`config.mk`:
```
export PLATFORM = sky130hd
export DESIGN_NAME = rsc_sensor_scan_flat
export DESIGN_NICKNAME = d
export VERILOG_FILES = /design/src/common/rsc_pkg.sv /design/src/common/rsc_scan_if.sv /design/src/rtl/rsc_sensor_scan.sv /design/src/flat_wrapper.sv
export VERILOG_INCLUDE_DIRS = /design/src /design/src/common
export SDC_FILE = /design/constraint.sdc
export NUM_CORES = 1
export LEC_CHECK = 0
export BUFFER_PORTS_ARGS = -buffer_cell sky130_fd_sc_hd__buf_2
export CORE_ASPECT_RATIO = 0.75
export CORE_MARGIN = 4
export CORE_UTILIZATION = 50
export DETAILED_ROUTE_END_ITERATION = 10
export GPL_TIMING_DRIVEN = 1
export PLACE_DENSITY = 0.69
export RECOVER_POWER = 25
export SETUP_SLACK_MARGIN = 0.3
export SLEW_MARGIN = 20
export SYNTH_ARGS = -nofsm -noshare
export SYNTH_HDL_FRONTEND = slang
export SYNTH_SLANG_ARGS = --single-unit
```
`constraint.sdc`:
```
create_clock -name hclk -period 9 [get_ports hclk]
set_clock_uncertainty 0.2 [all_clocks]
set_input_delay 1.8 -clock hclk [delete_from_list [all_inputs] [get_ports hclk]]
set_output_delay 1.8 -clock hclk [all_outputs]
set_load 0.005 [all_outputs]
```
`src/common/rsc_consts.svh`:
```
// constants for the rolling shutter scan controller and sensor scan model
`ifndef RSC_CONSTS_SVH
`define RSC_CONSTS_SVH

`define RSC_CLK_PERIOD_NS   50
`define RSC_PULSE_NS        200
`define RSC_PULSE_CYC       ((`RSC_PULSE_NS + `RSC_CLK_PERIOD_NS - 1) / `RSC_CLK_PERIOD_NS)
`define RSC_LINE_TIME_US    135

`define RSC_ARRAY_COLS      11'h506
`define RSC_ARRAY_ROWS      11'h406
`define RSC_SUB_COLS        11'h140
`define RSC_SUB_ROWS        11'h100
`define RSC_SUB_STEP        11'h004

`define RSC_OFS_CMD         8'h00
`define RSC_OFS_LEVEL       8'h04
`define RSC_OFS_STATUS      8'h08

`define RSC_CMD_R_SYNC      0
`define RSC_CMD_R_STEP      1
`define RSC_CMD_C_SYNC      2
`define RSC_CMD_C_STEP      3
`define RSC_CMD_L_SYNC      4
`define RSC_CMD_L_STEP      5

`define RSC_LVL_SELECT      0
`define RSC_LVL_RESET       1
`define RSC_LVL_LEFT        2
`define RSC_LVL_HOLD        3
`define RSC_LVL_CAL         4
`define RSC_LVL_SUB         5
`define RSC_LEVEL_RESET     6'h00

`define RSC_ST_BUSY         0
`define RSC_ST_END_LSB      1
`define RSC_ST_LIVE_LSB     4

`endif

```
`src/common/rsc_pkg.sv`:
```
// types shared by the scan controller and the sensor scan model
package rsc_pkg;
    typedef enum logic [1:0] {
        PULSE_IDLE,
        PULSE_DRIVE,
        PULSE_RECOVER
    } rsc_pulse_state_type;

    typedef logic [10:0] rsc_pos_type;
    typedef logic [2:0]  rsc_axis_type;
endpackage

```
`src/common/rsc_scan_if.sv`:
```
// scan pins between the timing controller and the sensor
`timescale 1ns/1ps
interface rsc_scan_if;
    logic right_row_sync_n;
    logic right_row_step_clock;
    logic right_row_end_n;
    logic column_sync_n;
    logic column_step_clock;
    logic column_end_n;
    logic left_row_sync_n;
    logic left_row_step_clock;
    logic left_row_end_n;
    logic column_track_hold;
    logic column_amp_calibrate;
    logic row_select;
    logic row_reset;
    logic pointer_left_sel;
    logic viewfinder_subsample;

    modport controller (
        output right_row_sync_n,
        output right_row_step_clock,
        input  right_row_end_n,
        output column_sync_n,
        output column_step_clock,
        input  column_end_n,
        output left_row_sync_n,
        output left_row_step_clock,
        input  left_row_end_n,
        output column_track_hold,
        output column_amp_calibrate,
        output row_select,
        output row_reset,
        output pointer_left_sel,
        output viewfinder_subsample
    );

    modport sensor (
        input  right_row_sync_n,
        input  right_row_step_clock,
        output right_row_end_n,
        input  column_sync_n,
        input  column_step_clock,
        output column_end_n,
        input  left_row_sync_n,
        input  left_row_step_clock,
        output left_row_end_n,
        input  column_track_hold,
        input  column_amp_calibrate,
        input  row_select,
        input  row_reset,
        input  pointer_left_sel,
        input  viewfinder_subsample
    );
endinterface

```
`src/rtl/rsc_sensor_scan.sv`:
```
// sensor end: row and column scan pointers driven from the scan pins
//
// Operation
// - right row sync low returns pointer first
// - right row pointer steps on falling clock
// - right row end low after last row
// - column sync low returns pointer first
// - column pointer steps on falling clock
// - column end low after last column
// - left row sync low returns pointer first
// - left row pointer steps on falling clock
// - left row end low after last row
// - track/hold high holds, low tracks
// - calibrate pulse high calibrates column amplifiers
// - select high selects addressed row
// - reset high resets addressed row
// - pointer side high left, low right
// - viewfinder high gives 1:4, 320x256 scan
// - exposure steps are whole 135 us lines
// - integration equals delay between row pointers
// - column pattern applied before each row
// - array spans 1286 columns by 1030 rows
//
// The AHB-Lite slave port and the address map are this design's own decisions.
`timescale 1ns/1ps
`include "rsc_consts.svh"
module rsc_sensor_scan (
    input  wire logic                 hclk,
    input  wire logic                 hresetn,
    rsc_scan_if.sensor                scan,
    output logic [10:0]               right_row,
    output logic [10:0]               left_row,
    output logic [10:0]               column,
    output logic [10:0]               addressed_row,
    output logic                      addressed_left,
    output logic                      row_selected,
    output logic                      row_resetting,
    output logic                      column_holding,
    output logic                      column_calibrating,
    output logic                      subsample_mode
);
    // axis index: 0 right row, 1 column, 2 left row
    localparam int AXES = 3;

    // pin order: sync and clock per axis, then the level pins
    localparam int NPINS = 12;

    logic [NPINS-1:0]            pin_raw;
    logic [NPINS-1:0]            pin_meta_q;
    logic [NPINS-1:0]            pin_q;
    rsc_pkg::rsc_axis_type       sync_n_s;
    rsc_pkg::rsc_axis_type       step_s;
    rsc_pkg::rsc_axis_type       step_prev_q;
    rsc_pkg::rsc_axis_type       fall;
    rsc_pkg::rsc_axis_type       past_q;
    rsc_pkg::rsc_axis_type       end_q;
    rsc_pkg::rsc_pos_type        pos_q [AXES];
    logic                        sub_s;
    logic                        left_s;
    logic                        select_s;
    logic                        reset_s;
    logic                        hold_s;
    logic                        cal_s;
    logic [10:0]                 right_row_q;
    logic [10:0]                 left_row_q;
    logic [10:0]                 column_q;
    logic [10:0]                 addressed_row_q;
    logic                        addressed_left_q;
    logic                        row_selected_q;
    logic                        row_resetting_q;
    logic                        column_holding_q;
    logic                        column_calibrating_q;
    logic                        subsample_mode_q;

    // last position of an axis; in viewfinder mode only every fourth one is visited
    function automatic rsc_pkg::rsc_pos_type last_pos(input int axis, input logic sub);
        rsc_pkg::rsc_pos_type n;
        n = (axis == 1) ? (sub ? `RSC_SUB_COLS : `RSC_ARRAY_COLS)
                        : (sub ? `RSC_SUB_ROWS : `RSC_ARRAY_ROWS);
        if (sub) begin
            last_pos = 11'((n - 11'h001) * `RSC_SUB_STEP);
        end else begin
            last_pos = n - 11'h001;
        end
    endfunction

    function automatic rsc_pkg::rsc_pos_type next_pos(input rsc_pkg::rsc_pos_type p,
                                                     input logic sub);
        next_pos = sub ? 11'(p + `RSC_SUB_STEP) : 11'(p + 11'h001);
    endfunction

    assign pin_raw = {scan.viewfinder_subsample,
                      scan.pointer_left_sel,
                      scan.row_reset,
                      scan.row_select,
                      scan.column_amp_calibrate,
                      scan.column_track_hold,
                      scan.left_row_step_clock,
                      scan.left_row_sync_n,
                      scan.column_step_clock,
                      scan.column_sync_n,
                      scan.right_row_step_clock,
                      scan.right_row_sync_n};

    // pins come from another chip, so every one passes two flip-flops first
    always_ff @(posedge hclk or negedge hresetn) begin
        if (!hresetn) begin
            pin_meta_q <= 12'h015;
            pin_q      <= 12'h015;
        end else begin
            pin_meta_q <= pin_raw;
            pin_q      <= pin_meta_q;
        end
    end

    assign sync_n_s = {pin_q[4], pin_q[2], pin_q[0]};
    assign step_s   = {pin_q[5], pin_q[3], pin_q[1]};
    assign hold_s   = pin_q[6];
    assign cal_s    = pin_q[7];
    assign select_s = pin_q[8];
    assign reset_s  = pin_q[9];
    assign left_s   = pin_q[10];
    assign sub_s    = pin_q[11];

    always_ff @(posedge hclk or negedge hresetn) begin
        if (!hresetn) begin
            step_prev_q <= 3'h0;
        end else begin
            step_prev_q <= step_s;
        end
    end

    // pointers shift on the falling edge of their step clock
    assign fall = step_prev_q & ~step_s;

    // sync is a level: while it is low the pointer is held at its first position
    always_ff @(posedge hclk or negedge hresetn) begin
        if (!hresetn) begin
            for (int i = 0; i < AXES; i++) begin
                pos_q[i] <= 11'h000;
            end
            past_q <= 3'h0;
            end_q  <= 3'h0;
        end else begin
            for (int i = 0; i < AXES; i++) begin
                if (!sync_n_s[i]) begin
                    pos_q[i]  <= 11'h000;
                    past_q[i] <= 1'b0;
                    end_q[i]  <= 1'b0;
                end else if (fall[i]) begin
                    if (past_q[i]) begin
                        // end flag covers only the first pulse after the last position
                        end_q[i] <= 1'b0;
                    end else if (pos_q[i] >= last_pos(i, sub_s)) begin
                        past_q[i] <= 1'b1;
                        end_q[i]  <= 1'b1;
                    end else begin
                        pos_q[i] <= next_pos(pos_q[i], sub_s);
                    end
                end
            end
        end
    end

    assign scan.right_row_end_n = ~end_q[0];
    assign scan.column_end_n    = ~end_q[1];
    assign scan.left_row_end_n  = ~end_q[2];

    always_ff @(posedge hclk or negedge hresetn) begin
        if (!hresetn) begin
            right_row_q <= 11'h000;
            left_row_q  <= 11'h000;
            column_q    <= 11'h000;
        end else begin
            right_row_q <= pos_q[0];
            column_q    <= pos_q[1];
            left_row_q  <= pos_q[2];
        end
    end

    // row select and reset act through the pointer chosen by the side pin;
    // a pointer that ran off the array addresses no row
    always_ff @(posedge hclk or negedge hresetn) begin
        if (!hresetn) begin
            addressed_row_q  <= 11'h000;
            addressed_left_q <= 1'b0;
            row_selected_q   <= 1'b0;
            row_resetting_q  <= 1'b0;
        end else begin
            addressed_left_q <= left_s;
            addressed_row_q  <= left_s ? pos_q[2] : pos_q[0];
            row_selected_q   <= select_s & ~(left_s ? past_q[2] : past_q[0]);
            row_resetting_q  <= reset_s & ~(left_s ? past_q[2] : past_q[0]);
        end
    end

    always_ff @(posedge hclk or negedge hresetn) begin
        if (!hresetn) begin
            column_holding_q     <= 1'b0;
            column_calibrating_q <= 1'b0;
            subsample_mode_q     <= 1'b0;
        end else begin
            column_holding_q     <= hold_s;
            column_calibrating_q <= cal_s;
            subsample_mode_q     <= sub_s;
        end
    end

    assign right_row          = right_row_q;
    assign left_row           = left_row_q;
    assign column             = column_q;
    assign addressed_row      = addressed_row_q;
    assign addressed_left     = addressed_left_q;
    assign row_selected       = row_selected_q;
    assign row_resetting      = row_resetting_q;
    assign column_holding     = column_holding_q;
    assign column_calibrating = column_calibrating_q;
    assign subsample_mode     = subsample_mode_q;
endmodule

```
`src/flat_wrapper.sv`:
```
// flat-port wrapper written by rule: the top's interface ports become plain ports
module rsc_sensor_scan_flat 
  (hclk, hresetn, right_row, left_row, column, addressed_row, addressed_left, row_selected, row_resetting, column_holding, column_calibrating, subsample_mode, scan_right_row_sync_n, scan_right_row_step_clock, scan_right_row_end_n, scan_column_sync_n, scan_column_step_clock, scan_column_end_n, scan_left_row_sync_n, scan_left_row_step_clock, scan_left_row_end_n, scan_column_track_hold, scan_column_amp_calibrate, scan_row_select, scan_row_reset, scan_pointer_left_sel, scan_viewfinder_subsample);
  rsc_scan_if scan_i ();
  input  wire logic hclk;
  input  wire logic hresetn;
  output logic [10:0] right_row;
  output logic [10:0] left_row;
  output logic [10:0] column;
  output logic [10:0] addressed_row;
  output logic addressed_left;
  output logic row_selected;
  output logic row_resetting;
  output logic column_holding;
  output logic column_calibrating;
  output logic subsample_mode;
  input wire logic [$bits(scan_i.right_row_sync_n)-1:0] scan_right_row_sync_n;
  input wire logic [$bits(scan_i.right_row_step_clock)-1:0] scan_right_row_step_clock;
  output wire logic [$bits(scan_i.right_row_end_n)-1:0] scan_right_row_end_n;
  input wire logic [$bits(scan_i.column_sync_n)-1:0] scan_column_sync_n;
  input wire logic [$bits(scan_i.column_step_clock)-1:0] scan_column_step_clock;
  output wire logic [$bits(scan_i.column_end_n)-1:0] scan_column_end_n;
  input wire logic [$bits(scan_i.left_row_sync_n)-1:0] scan_left_row_sync_n;
  input wire logic [$bits(scan_i.left_row_step_clock)-1:0] scan_left_row_step_clock;
  output wire logic [$bits(scan_i.left_row_end_n)-1:0] scan_left_row_end_n;
  input wire logic [$bits(scan_i.column_track_hold)-1:0] scan_column_track_hold;
  input wire logic [$bits(scan_i.column_amp_calibrate)-1:0] scan_column_amp_calibrate;
  input wire logic [$bits(scan_i.row_select)-1:0] scan_row_select;
  input wire logic [$bits(scan_i.row_reset)-1:0] scan_row_reset;
  input wire logic [$bits(scan_i.pointer_left_sel)-1:0] scan_pointer_left_sel;
  input wire logic [$bits(scan_i.viewfinder_subsample)-1:0] scan_viewfinder_subsample;
  assign scan_i.right_row_sync_n = scan_right_row_sync_n;
  assign scan_i.right_row_step_clock = scan_right_row_step_clock;
  assign scan_right_row_end_n = scan_i.right_row_end_n;
  assign scan_i.column_sync_n = scan_column_sync_n;
  assign scan_i.column_step_clock = scan_column_step_clock;
  assign scan_column_end_n = scan_i.column_end_n;
  assign scan_i.left_row_sync_n = scan_left_row_sync_n;
  assign scan_i.left_row_step_clock = scan_left_row_step_clock;
  assign scan_left_row_end_n = scan_i.left_row_end_n;
  assign scan_i.column_track_hold = scan_column_track_hold;
  assign scan_i.column_amp_calibrate = scan_column_amp_calibrate;
  assign scan_i.row_select = scan_row_select;
  assign scan_i.row_reset = scan_row_reset;
  assign scan_i.pointer_left_sel = scan_pointer_left_sel;
  assign scan_i.viewfinder_subsample = scan_viewfinder_subsample;
  rsc_sensor_scan u_core (.hclk(hclk), .hresetn(hresetn), .scan(scan_i), .right_row(right_row), .left_row(left_row), .column(column), .addressed_row(addressed_row), .addressed_left(addressed_left), .row_selected(row_selected), .row_resetting(row_resetting), .column_holding(column_holding), .column_calibrating(column_calibrating), .subsample_mode(subsample_mode));
endmodule
```
==> impl_metrics.py <==
metrics = {
    "sta": {
        "fin_crit_ps": 4380,
        "slew_headroom": 0.286,
        "finalMaxSlewViolations": 0,
        "tightest_slew_ps": 1070,
        "grt_setup_unrepaired": "no",
        "finalCritPeriodShare": 0.487,
        "hold_violations": 0,
        "setup_viol": 0,
        "fin_setup_tns_ps": 0,
        "fmax_mhz": 228,
    },
    "grt": {
        "gr-total-overflow": 0,
        "grt_pass1_vias": 3432,
        "antenna_found_initial": 0,
        "grt_max_degree": 73,
        "grt_usage": 0.193,
        "grt_pass1_wl_mm": 16.9,
    },
    "layout": {
        "final_net_count": 529,
        "n_antenna_cell": 0,
        "multi_input_area_um2": 1860,
        "drive_gt1_frac": 0.237,
        "area_growth_syn_to_layout_pct": 20.9,
        "finalNonFillerCells": 622,
        "regArea_um2": 2910,
        "fillerInstances": 755,
    },
    "die": {
        "rows": 30,
        "start_util": 0.526,
        "core_um2": 9310,
        "die_h_um": 93.7,
        "die-area_um2": 11500,
        "dieWidth_um": 122,
        "ios": 67,
    },
    "power": {
        "p_per_area_nw_per_um2": 207,
        "ir_drop_uv": 140,
        "power_leakage_nw": 2.86,
    },
    "run_status": {
        "status": "finished, final reports clean",
    },
    "worst_setup_path": {
        "crit_slowest_cell": "clkbuf_1",
        "ff2ff_path_depth": 8,
        "cp_data_arrival_time_ps": 4500,
        "slowest_delay_ps": 790,
        "endpoint_kind": "flop",
        "cp_top_family": "buffers and inverters",
        "cp_max_fo": 27,
        "required_ps": 9120,
        "r2r_setup_slack_ps": 4620,
        "startpoint_type": "flop",
        "cp-startpoint": "u_core.pin_q[11]",
        "path_buf_inv": 2,
        "worstSetupPathType": "reg -> reg",
        "crit_path_end": "u_core.pos_q[7]",
        "crit_cells": 8,
        "path_cells": "clkbuf_1 > inv_1 > ha_1 > a21o_1 > a2111oi_4 > o211ai_2 > or4_1 > a21oi_1",
        "rr_endpoint": "u_core.pos_q[7]",
        "r2r-start": "u_core.pin_q[11]",
    },
    "yosys": {
        "netlist_area_um2": 4900,
        "synth_cell_types": 47,
        "synthFlopType": "dfrtp_1",
        "synth_common_cells": "dfrtp_1 (110), ha_1 (34), a21oi_1 (32), nand2_1 (31), inv_1 (18)",
        "yosysMostFrequentCell": "dfrtp_1",
        "synth_fp_nets": 455,
        "synth_edf_count": 0,
        "syn-instance-count": 407,
        "ys_warn_count": 0,
        "synth_area_per_cell_um2": 12.0,
        "yosysTopAreaCell": "dfrtp_1",
        "synth_area_leaders": "dfrtp_1 (56%), ha_1 (8.7%), a21oi_1 (3.3%)",
        "ys_seq_area_frac": 0.594,
        "ys_async_sr_fraction": 1.00,
        "synth.top_cell.area_share": 0.562,
        "ys_seq_elements": 116,
    },
    "clock_tree": {
        "cts_tree": "done",
        "postCtsSetupBuffers": 0,
        "cts-root-buf": "clkbuf_16",
        "cts_buffers": 17,
        "clk_path_buf_depth": 2,
        "cts_resized": 0,
        "cts_max_level": 4,
        "cts_hold_buf": 0,
        "cts_sinks": 116,
        "clk_pin_slew_ps": 50,
        "insertion_delay_ps": 410,
    },
    "detailed_routing": {
        "num_vias": 3426,
        "drt_first_iter_violations": 279,
        "drc": 0,
        "dr.pass1.iters": 5,
        "post_drt_wl_per_cell_um": 16.4,
        "vias_per_cell": 5.51,
        "drt-total-wl_mm": 10.2,
        "postRouteAntennaNets": 0,
    },
    "job": {
        "max-cap-violations": 0,
    },
    "placed_design": {
        "dp_hpwl_mm": 6.68,
        "globalplace.congestion": 0.789,
        "numPortBuffers": 66,
        "dp.cells": 589,
    },
    "min_path": {
        "hold_class": "reg -> reg",
    },
}
==> power by group <==
part           internal, W  switching, W
combinational    0.0000143     0.0000287
sequential        0.000535    0.00000902
clock             0.000421      0.000218
total             0.000970      0.000255
==> final cells by class <==
class | count | area share
clock buffers | 27 | 0.0883
multi-input cells | 258 | 0.313
well taps | 128 | 0.0270
inverters | 19 | 0.0120
clock inverters | 5 | 0.00845
flip-flops and latches | 116 | 0.491
repair buffers | 69 | 0.0594
==> logic make-up after synthesis <==
family                     share of synthesized area
DFF                                            0.594
buffers and inverters                         0.0268
adders and majority gates                     0.0869
AOI/OAI and AO/OA                              0.125
muxes                                         0.0365
and+or+nand+nor                                0.130
==> stage by stage <==
step           instance area [um^2]  worst slack, ps   util  hold slack (ps)  total power [W]
4_1_cts                        5920             5390  0.636              148          0.00124
3_3_place_gp                   5350             5550  0.574              133         0.000594
2_1_floorplan                  4900             5540      -              131         0.000571
5_1_grt                        5920             4340  0.636              151          0.00127
6_report                       5920             4620  0.636              147          0.00123
3_5_place_dp                   5350             5420  0.574              135         0.000595
==> worst min path at each step <==
stage	slack, ps	from	cells past startpoint	end
after floorplan	130	u_core.pin_q[7]	0	u_core.column_calibrating
after detailed placement	130	u_core.pin_meta_q[11]	0	u_core.pin_q[11]
after global routing	150	u_core.pin_meta_q[10]	0	u_core.pin_q[10]
final	150	u_core.pin_meta_q[9]	0	u_core.pin_q[9]
after CTS	150	u_core.pin_meta_q[9]	0	u_core.pin_q[9]
after global placement	130	u_core.pin_meta_q[8]	0	u_core.pin_q[8]
==> worst reg2reg max path, cell delays in order, from the launching register on <==
cell and delay [ps]:
dfrtp_1 320, clkbuf_1 790, inv_1 750, ha_1 530, a21o_1 220, a2111oi_4 360, o211ai_2 350, or4_1 600
a21oi_1 180
==> sequential cells by signal, indices dropped and copies added (netlist names), 11 cells and up <==
signal and flops:
u_core.pos_q 33, u_core.pin_q 12, u_core.left_row 11, u_core.right_row 11, u_core.pin_meta_q 12, u_core.addressed_row 11
u_core.column 11
==> layout by cell type (no fill, tap or decap), types with 4 or more instances in the layout <==
cell | synthesis | layout
ha_1 | 34 | 34
o31ai_1 | 14 | 14
clkbuf_8 | 0 | 6
nand2b_1 | 5 | 5
a21oi_1 | 32 | 32
inv_1 | 18 | 18
or3_1 | 8 | 8
mux2i_1 | 10 | 10
and2_1 | 7 | 5
nor3_1 | 5 | 5
nand4b_1 | 4 | 4
or4_1 | 13 | 13
clkbuf_16 | 0 | 17
o21a_1 | 5 | 5
mux2_2 | 7 | 6
dfstp_2 | 6 | 6
buf_2 | 0 | 65
nand2_1 | 31 | 31
o21ai_0 | 16 | 16
a211o_1 | 4 | 4
nand4_1 | 6 | 6
nor2_1 | 9 | 9
nand3_1 | 14 | 14
a21o_1 | 4 | 4
clkinv_2 | 0 | 4
clkbuf_1 | 10 | 5
dfrtp_1 | 110 | 110
==> routing by layer <==
layer,vias to the layer above,global-route usage,wire [um]
met5,-,0,0
met4,0,0.0643,113
met3,11,0.0602,611
met2,115,0.289,4670
met1,1665,0.267,4820
li1,1635,-,-
No activity file was read; power rests on OpenSTA's default activity.
